### config.mk
export PLATFORM = sky130hd
export DESIGN_NAME = power_wakeup_sequencer
export DESIGN_NICKNAME = d
export VERILOG_FILES = /design/src/pwr_wake_pkg.sv /design/src/power_wakeup_sequencer.sv
export SDC_FILE = /design/constraint.sdc
export NUM_CORES = 1
export LEC_CHECK = 0
export BUFFER_PORTS_ARGS = -buffer_cell sky130_fd_sc_hd__clkbuf_2
export CAP_MARGIN = 20
export CELL_PAD_IN_SITES_DETAIL_PLACEMENT = 1
export CELL_PAD_IN_SITES_GLOBAL_PLACEMENT = 2
export CORE_ASPECT_RATIO = 0.6
export CORE_MARGIN = 4
export CORE_UTILIZATION = 37
export DETAILED_ROUTE_END_ITERATION = 6
export HOLD_SLACK_MARGIN = 0.12
export PLACE_DENSITY_LB_ADDON = 0.1
export SLEW_MARGIN = 20
export SYNTH_ARGS = -nofsm -noshare
export SYNTH_HDL_FRONTEND = slang
export SYNTH_SLANG_ARGS = --single-unit
### constraint.sdc
create_clock -name CLK -period 4 [get_ports CLK]
set_input_delay 0.2 -clock CLK [delete_from_list [all_inputs] [get_ports CLK]]
set_output_delay 0.2 -clock CLK [all_outputs]
set_load 0.01 [all_outputs]
### src/pwr_wake_pkg.sv
// Constants, register map and state encoding for the power and wake-up sequencer
`default_nettype none

package pwr_wake_pkg;

   //---------------------------------------------------------------------
   // Clock and timing
   //---------------------------------------------------------------------
   localparam int CLK_HZ        = 25_000_000;
   localparam int CYC_PER_US    = CLK_HZ / 1_000_000;
   localparam int BOOT_TIME_MS  = 3000;      // Initialization on-time after first supply
   localparam int BEEP_SHORT_MS = 100;       // Length of one short tone
   localparam int SLOT_MS       = 250;       // One slot of flash code and tone sequence
   localparam int ETH_IDLE_MS   = 1000;      // Ethernet inactivity interval after reset
   localparam int PIN_FILT_US   = 10;        // Wake pin glitch filter after reset
   localparam int TRIG_MIN_US   = 1000;      // Trigger minimum pulse width after reset
   localparam int BOOT_CYCLES   = BOOT_TIME_MS * 1000 * CYC_PER_US;
   localparam int BEEP_CYCLES   = BEEP_SHORT_MS * 1000 * CYC_PER_US;
   localparam int SLOT_CYCLES   = SLOT_MS * 1000 * CYC_PER_US;
   localparam int ETH_IDLE_CYC  = ETH_IDLE_MS * 1000 * CYC_PER_US;
   localparam int PIN_FILT_CYC  = PIN_FILT_US * CYC_PER_US;
   localparam int TRIG_MIN_CYC  = TRIG_MIN_US * CYC_PER_US;

   //---------------------------------------------------------------------
   // Register map (byte addresses)
   //---------------------------------------------------------------------
   localparam logic [7:0] OFS_WAKE_CFG = 8'h00;
   localparam logic [7:0] OFS_ETH_IDLE = 8'h04;
   localparam logic [7:0] OFS_PIN_FILT = 8'h08;
   localparam logic [7:0] OFS_TRIG_MIN = 8'h0C;
   localparam logic [7:0] OFS_STATUS   = 8'h10;
   localparam logic [7:0] OFS_TRIG_EVT = 8'h14;

   // Wake configuration fields
   localparam int WCFG_W             = 7;
   localparam int WCFG_ECU           = 0;
   localparam int WCFG_BUS1          = 1;
   localparam int WCFG_BUS2          = 2;
   localparam int WCFG_PIN           = 3;
   localparam int WCFG_EXT           = 4;
   localparam int WCFG_BUS1_HS       = 5;
   localparam int WCFG_BUS2_HS       = 6;
   localparam logic [6:0] WCFG_RESET = 7'h7F;

   // Trigger event flags
   localparam int EVT_PRESS  = 0;
   localparam int EVT_CHANGE = 1;

   //---------------------------------------------------------------------
   // Synchronizer bit positions
   //---------------------------------------------------------------------
   localparam int SY_SUPPLY  = 0;
   localparam int SY_SEL_ON  = 1;
   localparam int SY_PIN     = 2;
   localparam int SY_TRIG_A  = 3;
   localparam int SY_TRIG_B  = 4;
   localparam int SY_ETH     = 5;
   localparam int SY_ECU     = 6;
   localparam int SY_BUS1    = 7;
   localparam int SY_BUS2    = 8;
   localparam int SY_EXT     = 9;
   localparam int SY_PATTERN = 10;
   localparam int SY_CRIT    = 11;
   localparam int SY_OVER    = 12;
   localparam int SYNC_W     = 13;

   // Supply states
   typedef enum logic [1:0] {ST_OFF, ST_STANDBY, ST_ON} supply_state_e;

endpackage

`default_nettype wire

### src/power_wakeup_sequencer.sv
// Supply state, wake-up, trigger and beeper controller with APB registers
//
// Overview of operation
// - Exactly one of Off, Standby, On is held at any time.
// - Selector on: On while supply present and no over-temperature, Off once supply goes away.
// - Selector auto: Standby held until a wake event or selector on.
// - Standby: interfaces not stimulated, indicator flashes green code three.
// - On: rails and interfaces enabled, wake logic on, indicator steady green.
// - Off: all interfaces disabled and wake logic inactive.
// - Wake logic moves between Standby and On only in auto position.
// - Wake on Ethernet, high-speed bus, extension traffic or high wake pin.
// - Extension-reported FlexRay wake pattern is also a wake event.
// - Back to Standby when all enabled traffic stops and pin is low.
// - Each source has an enable; Ethernet and selector always active.
// - Wake pin high means wake, low means sleep.
// - Short glitches on the wake pin are filtered out.
// - Any change between trigger inputs is an event; press raises interrupt.
// - Present trigger button state is readable for polling.
// - Trigger accepted only after a configurable minimum pulse width.
// - Ethernet link signalling moves Standby to On at once.
// - Ethernet loss returns to Standby only after an idle interval.
// - First supply: on for an initialization period, then one short beep.
// - Short tone at boot; repeated short tones at critical temperature.
// - Continuous tone while temperature is beyond critical.
// - Over-temperature stops the model and forces Standby.
//
// The placing of the registers and the APB register port were chosen for this implementation.
`timescale 1ns/1ps
`default_nettype none

module power_wakeup_sequencer
   import pwr_wake_pkg::*;
#(
   parameter int BOOT_CYC   = BOOT_CYCLES,
   parameter int BEEP_CYC   = BEEP_CYCLES,
   parameter int SLOT_CYC   = SLOT_CYCLES,
   parameter int ETH_IDLE_D = ETH_IDLE_CYC,
   parameter int PIN_FILT_D = PIN_FILT_CYC,
   parameter int TRIG_MIN_D = TRIG_MIN_CYC
) (
   input  wire logic        CLK,
   input  wire logic        RST_B,
   input  wire logic        CE,
   input  wire logic        PSEL,
   input  wire logic        PENABLE,
   input  wire logic        PWRITE,
   input  wire logic [7:0]  PADDR,
   input  wire logic [31:0] PWDATA,
   output logic      [31:0] PRDATA,
   output logic             PREADY,
   output logic             PSLVERR,
   input  wire logic        SUPPLY_PRESENT,
   input  wire logic        SELECT_ON,
   input  wire logic        WAKE_PIN,
   input  wire logic        TRIG_A,
   input  wire logic        TRIG_B,
   input  wire logic        ETH_LINK,
   input  wire logic        ECU_TRAFFIC,
   input  wire logic        BUS1_TRAFFIC,
   input  wire logic        BUS2_TRAFFIC,
   input  wire logic        EXT_TRAFFIC,
   input  wire logic        EXT_WAKE_PATTERN,
   input  wire logic        TEMP_CRIT,
   input  wire logic        TEMP_OVER,
   output logic             RAILS_EN,
   output logic             IF_EN,
   output logic             WAKE_LOGIC_EN,
   output logic             MODEL_RUN,
   output logic             LED_GREEN,
   output logic             BEEP,
   output logic             TRIG_IRQ,
   output logic [1:0]       STATE
);

   //---------------------------------------------------------------------
   // Helpers
   //---------------------------------------------------------------------
   // Down-counter step that stops at zero
   function automatic logic [31:0] dec_sat(input logic [31:0] v);
      dec_sat = (v == 32'h0) ? 32'h0 : 32'(v - 32'h1);
   endfunction

   //---------------------------------------------------------------------
   // Input synchronizers
   //---------------------------------------------------------------------
   logic [SYNC_W-1:0] async_in;
   logic [SYNC_W-1:0] sync_a;
   logic [SYNC_W-1:0] sync_b;

   assign async_in = {TEMP_OVER, TEMP_CRIT, EXT_WAKE_PATTERN, EXT_TRAFFIC, BUS2_TRAFFIC,
                      BUS1_TRAFFIC, ECU_TRAFFIC, ETH_LINK, TRIG_B, TRIG_A, WAKE_PIN,
                      SELECT_ON, SUPPLY_PRESENT};

   // Two stages; only the second stage is read by logic
   always_ff @(posedge CLK or negedge RST_B) begin
      if (!RST_B) begin
         sync_a <= '0;
         sync_b <= '0;
      end else if (CE) begin
         sync_a <= async_in;
         sync_b <= sync_a;
      end
   end

   logic supply_s;
   logic sel_on_s;
   logic crit_s;
   logic over_s;
   assign supply_s = sync_b[SY_SUPPLY];
   assign sel_on_s = sync_b[SY_SEL_ON];
   assign crit_s   = sync_b[SY_CRIT];
   assign over_s   = sync_b[SY_OVER];

   //---------------------------------------------------------------------
   // Register bus
   //---------------------------------------------------------------------
   logic [WCFG_W-1:0] wake_cfg;
   logic [31:0]       eth_idle;
   logic [31:0]       pin_filt;
   logic [31:0]       trig_min;
   logic [1:0]        trig_evt;
   logic [WCFG_W-1:0] next_wake_cfg;
   logic [31:0]       next_eth_idle;
   logic [31:0]       next_pin_filt;
   logic [31:0]       next_trig_min;
   logic [1:0]        next_trig_evt;
   logic [31:0]       next_prdata;
   logic              next_pready;
   logic              next_pslverr;
   logic [1:0]        evt_set;
   logic [31:0]       status_word;
   logic              bus_wr;

   assign bus_wr = PSEL && PENABLE && PREADY && PWRITE;

   // Decode, read mux and write strobes; answer one cycle into the access phase
   always_comb begin
      next_wake_cfg = wake_cfg;
      next_eth_idle = eth_idle;
      next_pin_filt = pin_filt;
      next_trig_min = trig_min;
      next_pready   = PSEL && PENABLE && !PREADY;
      next_prdata   = 32'h0;
      next_pslverr  = 1'b0;
      if (bus_wr) begin
         case (PADDR)
            OFS_WAKE_CFG: next_wake_cfg = PWDATA[WCFG_W-1:0];
            OFS_ETH_IDLE: next_eth_idle = PWDATA;
            OFS_PIN_FILT: next_pin_filt = PWDATA;
            OFS_TRIG_MIN: next_trig_min = PWDATA;
            default: ;
         endcase
      end
      if (next_pready) begin
         case (PADDR)
            OFS_WAKE_CFG: next_prdata = {25'h0, wake_cfg};
            OFS_ETH_IDLE: next_prdata = eth_idle;
            OFS_PIN_FILT: next_prdata = pin_filt;
            OFS_TRIG_MIN: next_prdata = trig_min;
            OFS_STATUS:   next_prdata = status_word;
            OFS_TRIG_EVT: next_prdata = {30'h0, trig_evt};
            default:      next_pslverr = 1'b1;
         endcase
      end
      // Write one to clear; a new event in the same cycle wins
      next_trig_evt = trig_evt;
      if (bus_wr && PADDR == OFS_TRIG_EVT) begin
         next_trig_evt = trig_evt & ~PWDATA[1:0];
      end
      next_trig_evt = next_trig_evt | evt_set;
   end

   always_ff @(posedge CLK or negedge RST_B) begin
      if (!RST_B) begin
         wake_cfg <= WCFG_RESET;
         eth_idle <= 32'(ETH_IDLE_D);
         pin_filt <= 32'(PIN_FILT_D);
         trig_min <= 32'(TRIG_MIN_D);
         trig_evt <= 2'h0;
         PRDATA   <= 32'h0;
         PREADY   <= 1'b0;
         PSLVERR  <= 1'b0;
         TRIG_IRQ <= 1'b0;
      end else if (CE) begin
         wake_cfg <= next_wake_cfg;
         eth_idle <= next_eth_idle;
         pin_filt <= next_pin_filt;
         trig_min <= next_trig_min;
         trig_evt <= next_trig_evt;
         PRDATA   <= next_prdata;
         PREADY   <= next_pready;
         PSLVERR  <= next_pslverr;
         TRIG_IRQ <= next_trig_evt[EVT_PRESS];
      end
   end

   //---------------------------------------------------------------------
   // Input filters and Ethernet activity
   //---------------------------------------------------------------------
   logic        pin_f;
   logic [31:0] pin_cnt;
   logic        trig_f;
   logic [31:0] trig_cnt;
   logic [31:0] eth_cnt;
   logic        next_pin_f;
   logic [31:0] next_pin_cnt;
   logic        next_trig_f;
   logic [31:0] next_trig_cnt;
   logic [31:0] next_eth_cnt;
   logic        trig_raw;
   logic        eth_act;

   assign trig_raw = sync_b[SY_TRIG_A] ^ sync_b[SY_TRIG_B];
   assign eth_act  = sync_b[SY_ETH] || (eth_cnt != 32'h0);

   // A level must hold for the programmed count before it is taken
   always_comb begin
      next_pin_f    = pin_f;
      next_pin_cnt  = 32'h0;
      next_trig_f   = trig_f;
      next_trig_cnt = 32'h0;
      evt_set       = 2'h0;
      if (sync_b[SY_PIN] != pin_f) begin
         next_pin_cnt = 32'(pin_cnt + 32'h1);
         if (next_pin_cnt >= pin_filt) begin
            next_pin_f   = sync_b[SY_PIN];
            next_pin_cnt = 32'h0;
         end
      end
      if (trig_raw != trig_f) begin
         next_trig_cnt = 32'(trig_cnt + 32'h1);
         if (next_trig_cnt >= trig_min) begin
            next_trig_f   = trig_raw;
            next_trig_cnt = 32'h0;
            evt_set[EVT_CHANGE] = 1'b1;
            evt_set[EVT_PRESS]  = trig_raw;
         end
      end
      // Idle interval restarts on every link signal
      next_eth_cnt = sync_b[SY_ETH] ? eth_idle : dec_sat(eth_cnt);
   end

   always_ff @(posedge CLK or negedge RST_B) begin
      if (!RST_B) begin
         pin_f    <= 1'b0;
         pin_cnt  <= 32'h0;
         trig_f   <= 1'b0;
         trig_cnt <= 32'h0;
         eth_cnt  <= 32'h0;
      end else if (CE) begin
         pin_f    <= next_pin_f;
         pin_cnt  <= next_pin_cnt;
         trig_f   <= next_trig_f;
         trig_cnt <= next_trig_cnt;
         eth_cnt  <= next_eth_cnt;
      end
   end

   //---------------------------------------------------------------------
   // Wake sources
   //---------------------------------------------------------------------
   logic wake_hold;
   logic wake_req;

   // Traffic levels that keep the module on; the pattern only starts it
   assign wake_hold = eth_act
      || (wake_cfg[WCFG_ECU] && sync_b[SY_ECU])
      || (wake_cfg[WCFG_BUS1] && wake_cfg[WCFG_BUS1_HS] && sync_b[SY_BUS1])
      || (wake_cfg[WCFG_BUS2] && wake_cfg[WCFG_BUS2_HS] && sync_b[SY_BUS2])
      || (wake_cfg[WCFG_EXT] && sync_b[SY_EXT])
      || (wake_cfg[WCFG_PIN] && pin_f);
   assign wake_req = wake_hold || (wake_cfg[WCFG_EXT] && sync_b[SY_PATTERN]);

   //---------------------------------------------------------------------
   // Supply state machine
   //---------------------------------------------------------------------
   supply_state_e state;
   supply_state_e next_state;
   logic          booted;
   logic [31:0]   boot_cnt;
   logic          boot_done;
   logic          next_booted;
   logic [31:0]   next_boot_cnt;

   // Priority: no supply, over-temperature, boot, selector, wake logic
   always_comb begin
      next_booted   = booted;
      next_boot_cnt = boot_cnt;
      boot_done     = 1'b0;
      next_state    = state;
      if (!supply_s) begin
         next_state    = ST_OFF;
         next_booted   = 1'b0;
         next_boot_cnt = 32'(BOOT_CYC);
      end else begin
         if (!booted) begin
            if (boot_cnt <= 32'h1) begin
               next_booted = 1'b1;
               boot_done   = 1'b1;
            end
            next_boot_cnt = dec_sat(boot_cnt);
         end
         if (over_s) begin
            next_state = ST_STANDBY;
         end else if (!booted || sel_on_s) begin
            next_state = ST_ON;
         end else begin
            case (state)
               ST_ON:      next_state = wake_hold ? ST_ON : ST_STANDBY;
               ST_STANDBY: next_state = wake_req ? ST_ON : ST_STANDBY;
               ST_OFF:     next_state = ST_STANDBY;
               default:    next_state = ST_OFF;
            endcase
         end
      end
   end

   always_ff @(posedge CLK or negedge RST_B) begin
      if (!RST_B) begin
         state         <= ST_OFF;
         booted        <= 1'b0;
         boot_cnt      <= 32'(BOOT_CYC);
         RAILS_EN      <= 1'b0;
         IF_EN         <= 1'b0;
         WAKE_LOGIC_EN <= 1'b0;
         MODEL_RUN     <= 1'b0;
         STATE         <= 2'h0;
      end else if (CE) begin
         state         <= next_state;
         booted        <= next_booted;
         boot_cnt      <= next_boot_cnt;
         RAILS_EN      <= (next_state == ST_ON);
         IF_EN         <= (next_state == ST_ON);
         WAKE_LOGIC_EN <= (next_state != ST_OFF);
         MODEL_RUN     <= (next_state == ST_ON) && !over_s;
         STATE         <= next_state;
      end
   end

   assign status_word = {23'h0, over_s, crit_s, eth_act, pin_f, sel_on_s, trig_f, booted,
                         state};

   //---------------------------------------------------------------------
   // Indicator and beeper
   //---------------------------------------------------------------------
   logic [31:0] slot_cnt;
   logic [2:0]  slot;
   logic [31:0] beep_cnt;
   logic [31:0] next_slot_cnt;
   logic [2:0]  next_slot;
   logic [31:0] next_beep_cnt;
   logic        flash_on;

   // Eight slots: on in slots 0, 2 and 4 gives three flashes and a pause
   assign flash_on = !slot[0] && (slot < 3'h6);

   always_comb begin
      next_slot = slot;
      if (slot_cnt == 32'h0) begin
         next_slot_cnt = 32'(SLOT_CYC - 1);
         next_slot     = slot + 3'h1;
      end else begin
         next_slot_cnt = 32'(slot_cnt - 32'h1);
      end
      next_beep_cnt = boot_done ? 32'(BEEP_CYC) : dec_sat(beep_cnt);
   end

   always_ff @(posedge CLK or negedge RST_B) begin
      if (!RST_B) begin
         slot_cnt  <= 32'h0;
         slot      <= 3'h0;
         beep_cnt  <= 32'h0;
         LED_GREEN <= 1'b0;
         BEEP      <= 1'b0;
      end else if (CE) begin
         slot_cnt  <= next_slot_cnt;
         slot      <= next_slot;
         beep_cnt  <= next_beep_cnt;
         LED_GREEN <= (next_state == ST_ON)
                      || (next_state == ST_STANDBY && flash_on);
         BEEP      <= over_s || (crit_s && flash_on)
                      || (next_beep_cnt != 32'h0);
      end
   end
endmodule

`default_nettype wire

Word level (Yosys, flattened, before mapping)
Index checks and enable logic that the tools add are counted.
- bits in registers: 371
- bits of input ports: 59
- output and inout bits: 43
- logic and storage cells: 134
- $add $sub $neg: 7
- magnitude comparators: 4
- equality and inequality tests: 12
- muxes and demuxes: 30
- bitwise gates (word level): 4
- reduce and logical (&&, ||, !) cells: 50
- operator list (cell ; number):
    two-way mux 32 bit ; 13
    one-hot mux 32 bit (6 select lines) ; 1
    zero test 32 bit ; 4
    subtractor 32 x 1 -> 32 bit (second input constant) ; 4
    adder 32 x 1 -> 32 bit (second input constant) ; 2
    >= comparator 32 bit ; 2
    nonzero test 32 bit ; 2
    <= comparator 32 x 1 -> 1 bit (second input constant) ; 1
    AND reduction 3 bit ; 6
    logical AND 1 bit ; 17
    == test 8 x 4 -> 1 bit (second input constant) ; 2
    == test 8 x 5 -> 1 bit (second input constant) ; 2
    two-way mux 2 bit ; 8
    logical OR 1 bit ; 11
    == test 8 x 3 -> 1 bit (second input constant) ; 1
    zero test 8 bit ; 1
    two-way mux 1 bit ; 7
    one-hot mux 2 bit (3 select lines) ; 1
    OR reduction 6 bit ; 1
    == test 2 x 1 -> 1 bit (second input constant) ; 2
    == test 2 bit (second input constant) ; 2
    zero test 1 bit ; 4
    AND reduction 2 bit ; 2
    adder 3 x 1 -> 3 bit (second input constant) ; 1
    9 further kinds ; 10

Logic depth before layout (Yosys ltp)
- depth after elaboration: 16
- mapped depth: 19
- mapped depth without buffers: 16

Worst setup path after synthesis
OpenSTA, ideal clock, no wires.
- kind: reg-to-reg
- start point: register trig_cnt[2]
- end point: register trig_cnt[2]
- library setup time: 0.064 ns
- arrival time: 3.843 ns
- required time: 3.936 ns
- slack: 0.093 ns
- stages on the path, launching flop included: 20
- buffers on the path: 3
- clock period less this slack: 3.907 ns
- path through: dfrtp_1 > buf_4 > nand3_1 > or3_1 > clkbuf_1 > or2_1 > nor2_4 > nand2_2 > nor2_1 > xor2_1 > ha_1 > a21o_1 > a21o_1 > a211oi_1 > o21ai_0 > a2bb2oi_1 > nand2_1 > clkbuf_1 > nor3b_1 > a21o_1
- word-level cells in the longest chain between the ends: 4
- ends and longest elaborated chain (what ; RTL line ; text):
    from (decl) ; power_wakeup_sequencer.sv:203 ; logic [31:0] trig_cnt;
    from (signal assigned) ; power_wakeup_sequencer.sv:254 ; trig_cnt <= next_trig_cnt;
    adder 32 x 1 -> 32 bit * ; power_wakeup_sequencer.sv:231 ; next_trig_cnt = 32'(trig_cnt + 32'h1);
    >= comparator 32 bit ; power_wakeup_sequencer.sv:232 ; if (next_trig_cnt >= trig_min) begin
    two-way mux 32 bit * ; power_wakeup_sequencer.sv:232 ;
    two-way mux 32 bit * ; power_wakeup_sequencer.sv:230 ; if (trig_raw != trig_f) begin
Mark *: on every way between the ends. The rest lies on a longest branch, timed or not.
A chain may end at the register's enable or synchronous reset.

Worst setup path after layout
- start point: register trig_cnt[4]
- end point: register trig_cnt[23]
Same word-level chain as after synthesis.

==> flow_metrics.py <==
metrics = {
    "run_status": {
        "status": "finished, final reports clean",
    },
    "synthesis": {
        "synth.largest_area_cell": "dfrtp_1",
        "synth_compound_area_frac": 0.159,
        "synth_top_family_by_area": "simple AND/OR/NAND/NOR gates",
        "synth_top_area_share": 0.404,
        "synth-seq-cells": 370,
        "synth_seq_area_share": 0.456,
        "postSynth.asyncResetShare": 1.00,
        "synth_edf_count": 0,
        "synth_nets": 2168,
        "muxShareOfSynthArea": 0.0792,
        "synth_common_cells": "329 x dfrtp_1, 175 x nand2_1, 147 x nor2_1",
        "synthFlopType": "dfrtp_1",
        "avgSynthCellArea_um2": 10.0,
        "synth_xor_area_frac": 0.0468,
        "synth_area_leaders": "dfrtp_1 40%, mux2_2 7.5%, dfstp_2 5.3%",
        "synth-simple-area-share": 0.171,
        "netlist_instances": 2033,
        "synth_most_common_cell": "dfrtp_1",
        "synth-adder-area-share": 0.0466,
        "yosysUniqueCellTypes": 88,
        "synth_area_um2": 20400,
        "yosysWarnings": 0,
    },
    "clock_tree": {
        "htreeDepth": 2,
        "clk_latency_ns": 0.56,
        "tritoncts.num_buffers": 41,
        "cts_tree": "done",
        "cts_buffer_depth": 3,
        "cts.sinks": 370,
        "clkTransAtPathRegs_ns": 0.07,
        "root_buffer": "clkbuf_16",
    },
    "floorplanning": {
        "core_area_um2": 54300,
        "die_x_um": 311,
        "start_util": 0.375,
        "die_h_um": 190,
        "io_pins": 102,
        "row_count": 66,
        "die-area_um2": 59100,
    },
    "worst_setup_path": {
        "critPathKind": "reg -> reg",
        "worstSetupEndpointType": "flip-flop",
        "crit_family": "simple AND/OR/NAND/NOR gates",
        "critPathSlowestCell": "dfrtp_1",
        "max_stage_delay_ns": 0.43,
        "crit_path_start": "trig_cnt[4]$_DFFE_PN0P_",
        "r2r_start": "trig_cnt[4]$_DFFE_PN0P_",
        "critical_path.max_fanout": 12,
        "start_kind": "flip-flop",
        "arrival_ns": 4.25,
        "worstPathCellList": "nand3_2, or3_1, or2_1, nor2_4, nand2_4, nor2_1, xor2_1, ha_1, nand4_1, nor4_2, o21ai_0, a21oi_1, a211oi_2, nand2_4, nor2_1, a211o_1",
        "critPathRequiredTime_ns": 4.45,
        "cp_num_buf_inv": 0,
    },
    "finish": {
        "final_area_um2": 24000,
        "num-fill-cells": 5996,
        "multiInputGateArea_um2": 10500,
        "drive_above_1_share": 0.221,
        "nets": 2321,
        "diodes": 0,
        "ff_latch_area_um2": 9310,
        "area_delta_synth_final_pct": 17.6,
    },
    "global_route": {
        "grt_max_degree": 88,
        "grt_pass1_wl_um": 106000,
        "top_usage_layer": "met1",
        "grt_util_met2": 0.309,
        "antenna_found_initial": 3,
        "grt_pass1_vias": 17228,
        "gr-total-overflow": 0,
        "grt_util_met1": 0.374,
        "grt_use_total": 0.226,
        "grt_use_met3": 0.0332,
    },
    "place": {
        "portBuffers": 101,
        "place_congestion": 0.820,
        "dp_slack_ns": -0.216,
        "dpl_cell_area_um2": 21900,
        "detailed_place_hpwl_um": 48000,
    },
    "sta": {
        "setup_viol": 0,
        "max_freq_mhz": 263,
        "tns_ns": 0,
        "worst_pin_slew_ns": 0.987,
        "hold_violations": 0,
        "rsz0062_at_grt": "true",
        "worst_slack_ns": 0.200,
        "fin_crit_ns": 3.80,
        "skew_ns": 0.0271,
        "drv_slew": 0,
        "maxSlewHeadroom": 0.339,
        "min_period_over_period": 0.950,
    },
    "min_path": {
        "min_from": "PADDR[2]",
        "hold_class": "in -> reg",
    },
    "detailed_routing": {
        "drcViolationCount": 0,
        "drt-total-wl_um": 67300,
        "via_count": 16787,
        "first_iter_violations": 1421,
        "ant_nets": 0,
        "viasPerCell": 5.73,
        "drt_pass1_iterations": 6,
        "wl_per_cell_um": 23.0,
    },
    "pwr": {
        "leakage_nw": 10.8,
        "ir_drop_v": 0.000268,
        "p_per_area_nw_per_um2": 464,
    },
    "flow_run": {
        "maxCapViolations": 0,
    },
}
## logic make-up (layout without fill, tap and decap cells)
logic type	after synthesis	after routing
AOI/OAI and AO/OA	467	467
xor gates and xnor gates	109	109
DFF	370	370
muxes	142	142
adders and majority gates	76	76
buffers and inverters	205	388
and+or+nand+nor	664	664
## layer usage
metal  share of wire  routed length, um  vias to the layer above
met4           0.013                855                        0
met1            0.53              36000                     8637
met5               0                  0                        -
met2            0.40              26800                      328
li1                -                  -                     7754
met3           0.054               3650                       68
## timing repair
item	in CTS	in global routing
pin swaps	1	6
gates resized for setup	4	41
endpoints found under the hold margin	205	0
endpoints found under the setup margin	32	67
setup buffers	0	6
hold buffers	51	0
## flip-flops by register name (all words and copies together) (netlist names), 7 cells and up
register / cells
pin_cnt: 32
eth_cnt: 32
eth_idle: 32
sync_b: 13
slot_cnt: 32
pin_filt: 32
PRDATA: 32
boot_cnt: 32
trig_min: 32
sync_a: 13
beep_cnt: 32
wake_cfg: 7
trig_cnt: 32
## worst register-to-register path, cell delays in order (launching register included)
cell	delay (ns)
dfrtp_1	0.43
nand3_2	0.13
or3_1	0.38
or2_1	0.29
nor2_4	0.15
nand2_4	0.12
nor2_1	0.15
xor2_1	0.36
ha_1	0.23
nand4_1	0.14
nor4_2	0.32
o21ai_0	0.15
a21oi_1	0.20
a211oi_2	0.14
nand2_4	0.17
nor2_1	0.06
a211o_1	0.27
## cell usage in the layout, fill, tap and decap left out, types with 38 or more instances in the layout
cell type      Yosys  routed
ha_1              76      76
dfrtp_1          329     327
nor4_1            44      41
xnor2_1           68      64
mux2_2           135     135
clkbuf_2           2      99
o2bb2ai_1         47      47
o21ai_0          129     127
xor2_1            41      38
buf_4              6      61
dlygate4sd3_1      0      51
nand2_1          175     173
a21oi_1           63      63
clkbuf_16          0      41
inv_1             93      93
nor2_1           147     144
nor3_1            63      61
nand3_1           53      51
dfstp_2           41      41
## cell type report
type | instances | share of cell area
flip-flops and latches | 370 | 0.388
multi-input cells | 1458 | 0.437
repair buffers | 220 | 0.0672
clock buffers | 57 | 0.0474
well taps | 714 | 0.0372
clock inverters | 16 | 0.00793
inverters | 95 | 0.0150
## where the power goes
part	switching, mW	internal, mW	total [mW]
clock	1.66	2.19	3.86
sequential	0.624	4.18	4.80
combinational	1.54	0.936	2.48
total	3.83	7.31	11.1
## metrics by stage
| step | hold slack, ns | power (mW) | cells | util |
|---|---|---|---|---|
| after floorplan | -0.0956 | 6.37 | 2033 | - |
| after global placement | 0.264 | 7.18 | 2800 | 0.403 |
| after detailed placement | 0.270 | 7.27 | 2800 | 0.403 |
| after CTS | 0.203 | 11.2 | 2924 | 0.437 |
| after global routing | 0.272 | 11.8 | 2930 | 0.441 |
| final | 0.234 | 11.1 | 2930 | 0.441 |
## path summary, 6_finish.rpt
path,end,slack (ns),depth (start not counted)
setup / recovery,trig_cnt[23]$_DFFE_PN0P_,0.20,16
hold / removal,trig_evt[1]$_DFFE_PN0P_,0.23,5
setup reg to reg,trig_cnt[23]$_DFFE_PN0P_,0.20,16
hold reg to reg,PRDATA[27]$_DFFE_PN0P_,0.49,1
max in group asynchronous,wake_cfg[0]$_DFFE_PN1P_,2.69,3
min in group asynchronous,sync_b[3]$_DFFE_PN0P_,0.26,2
No activity file was read; power rests on OpenSTA's default activity.
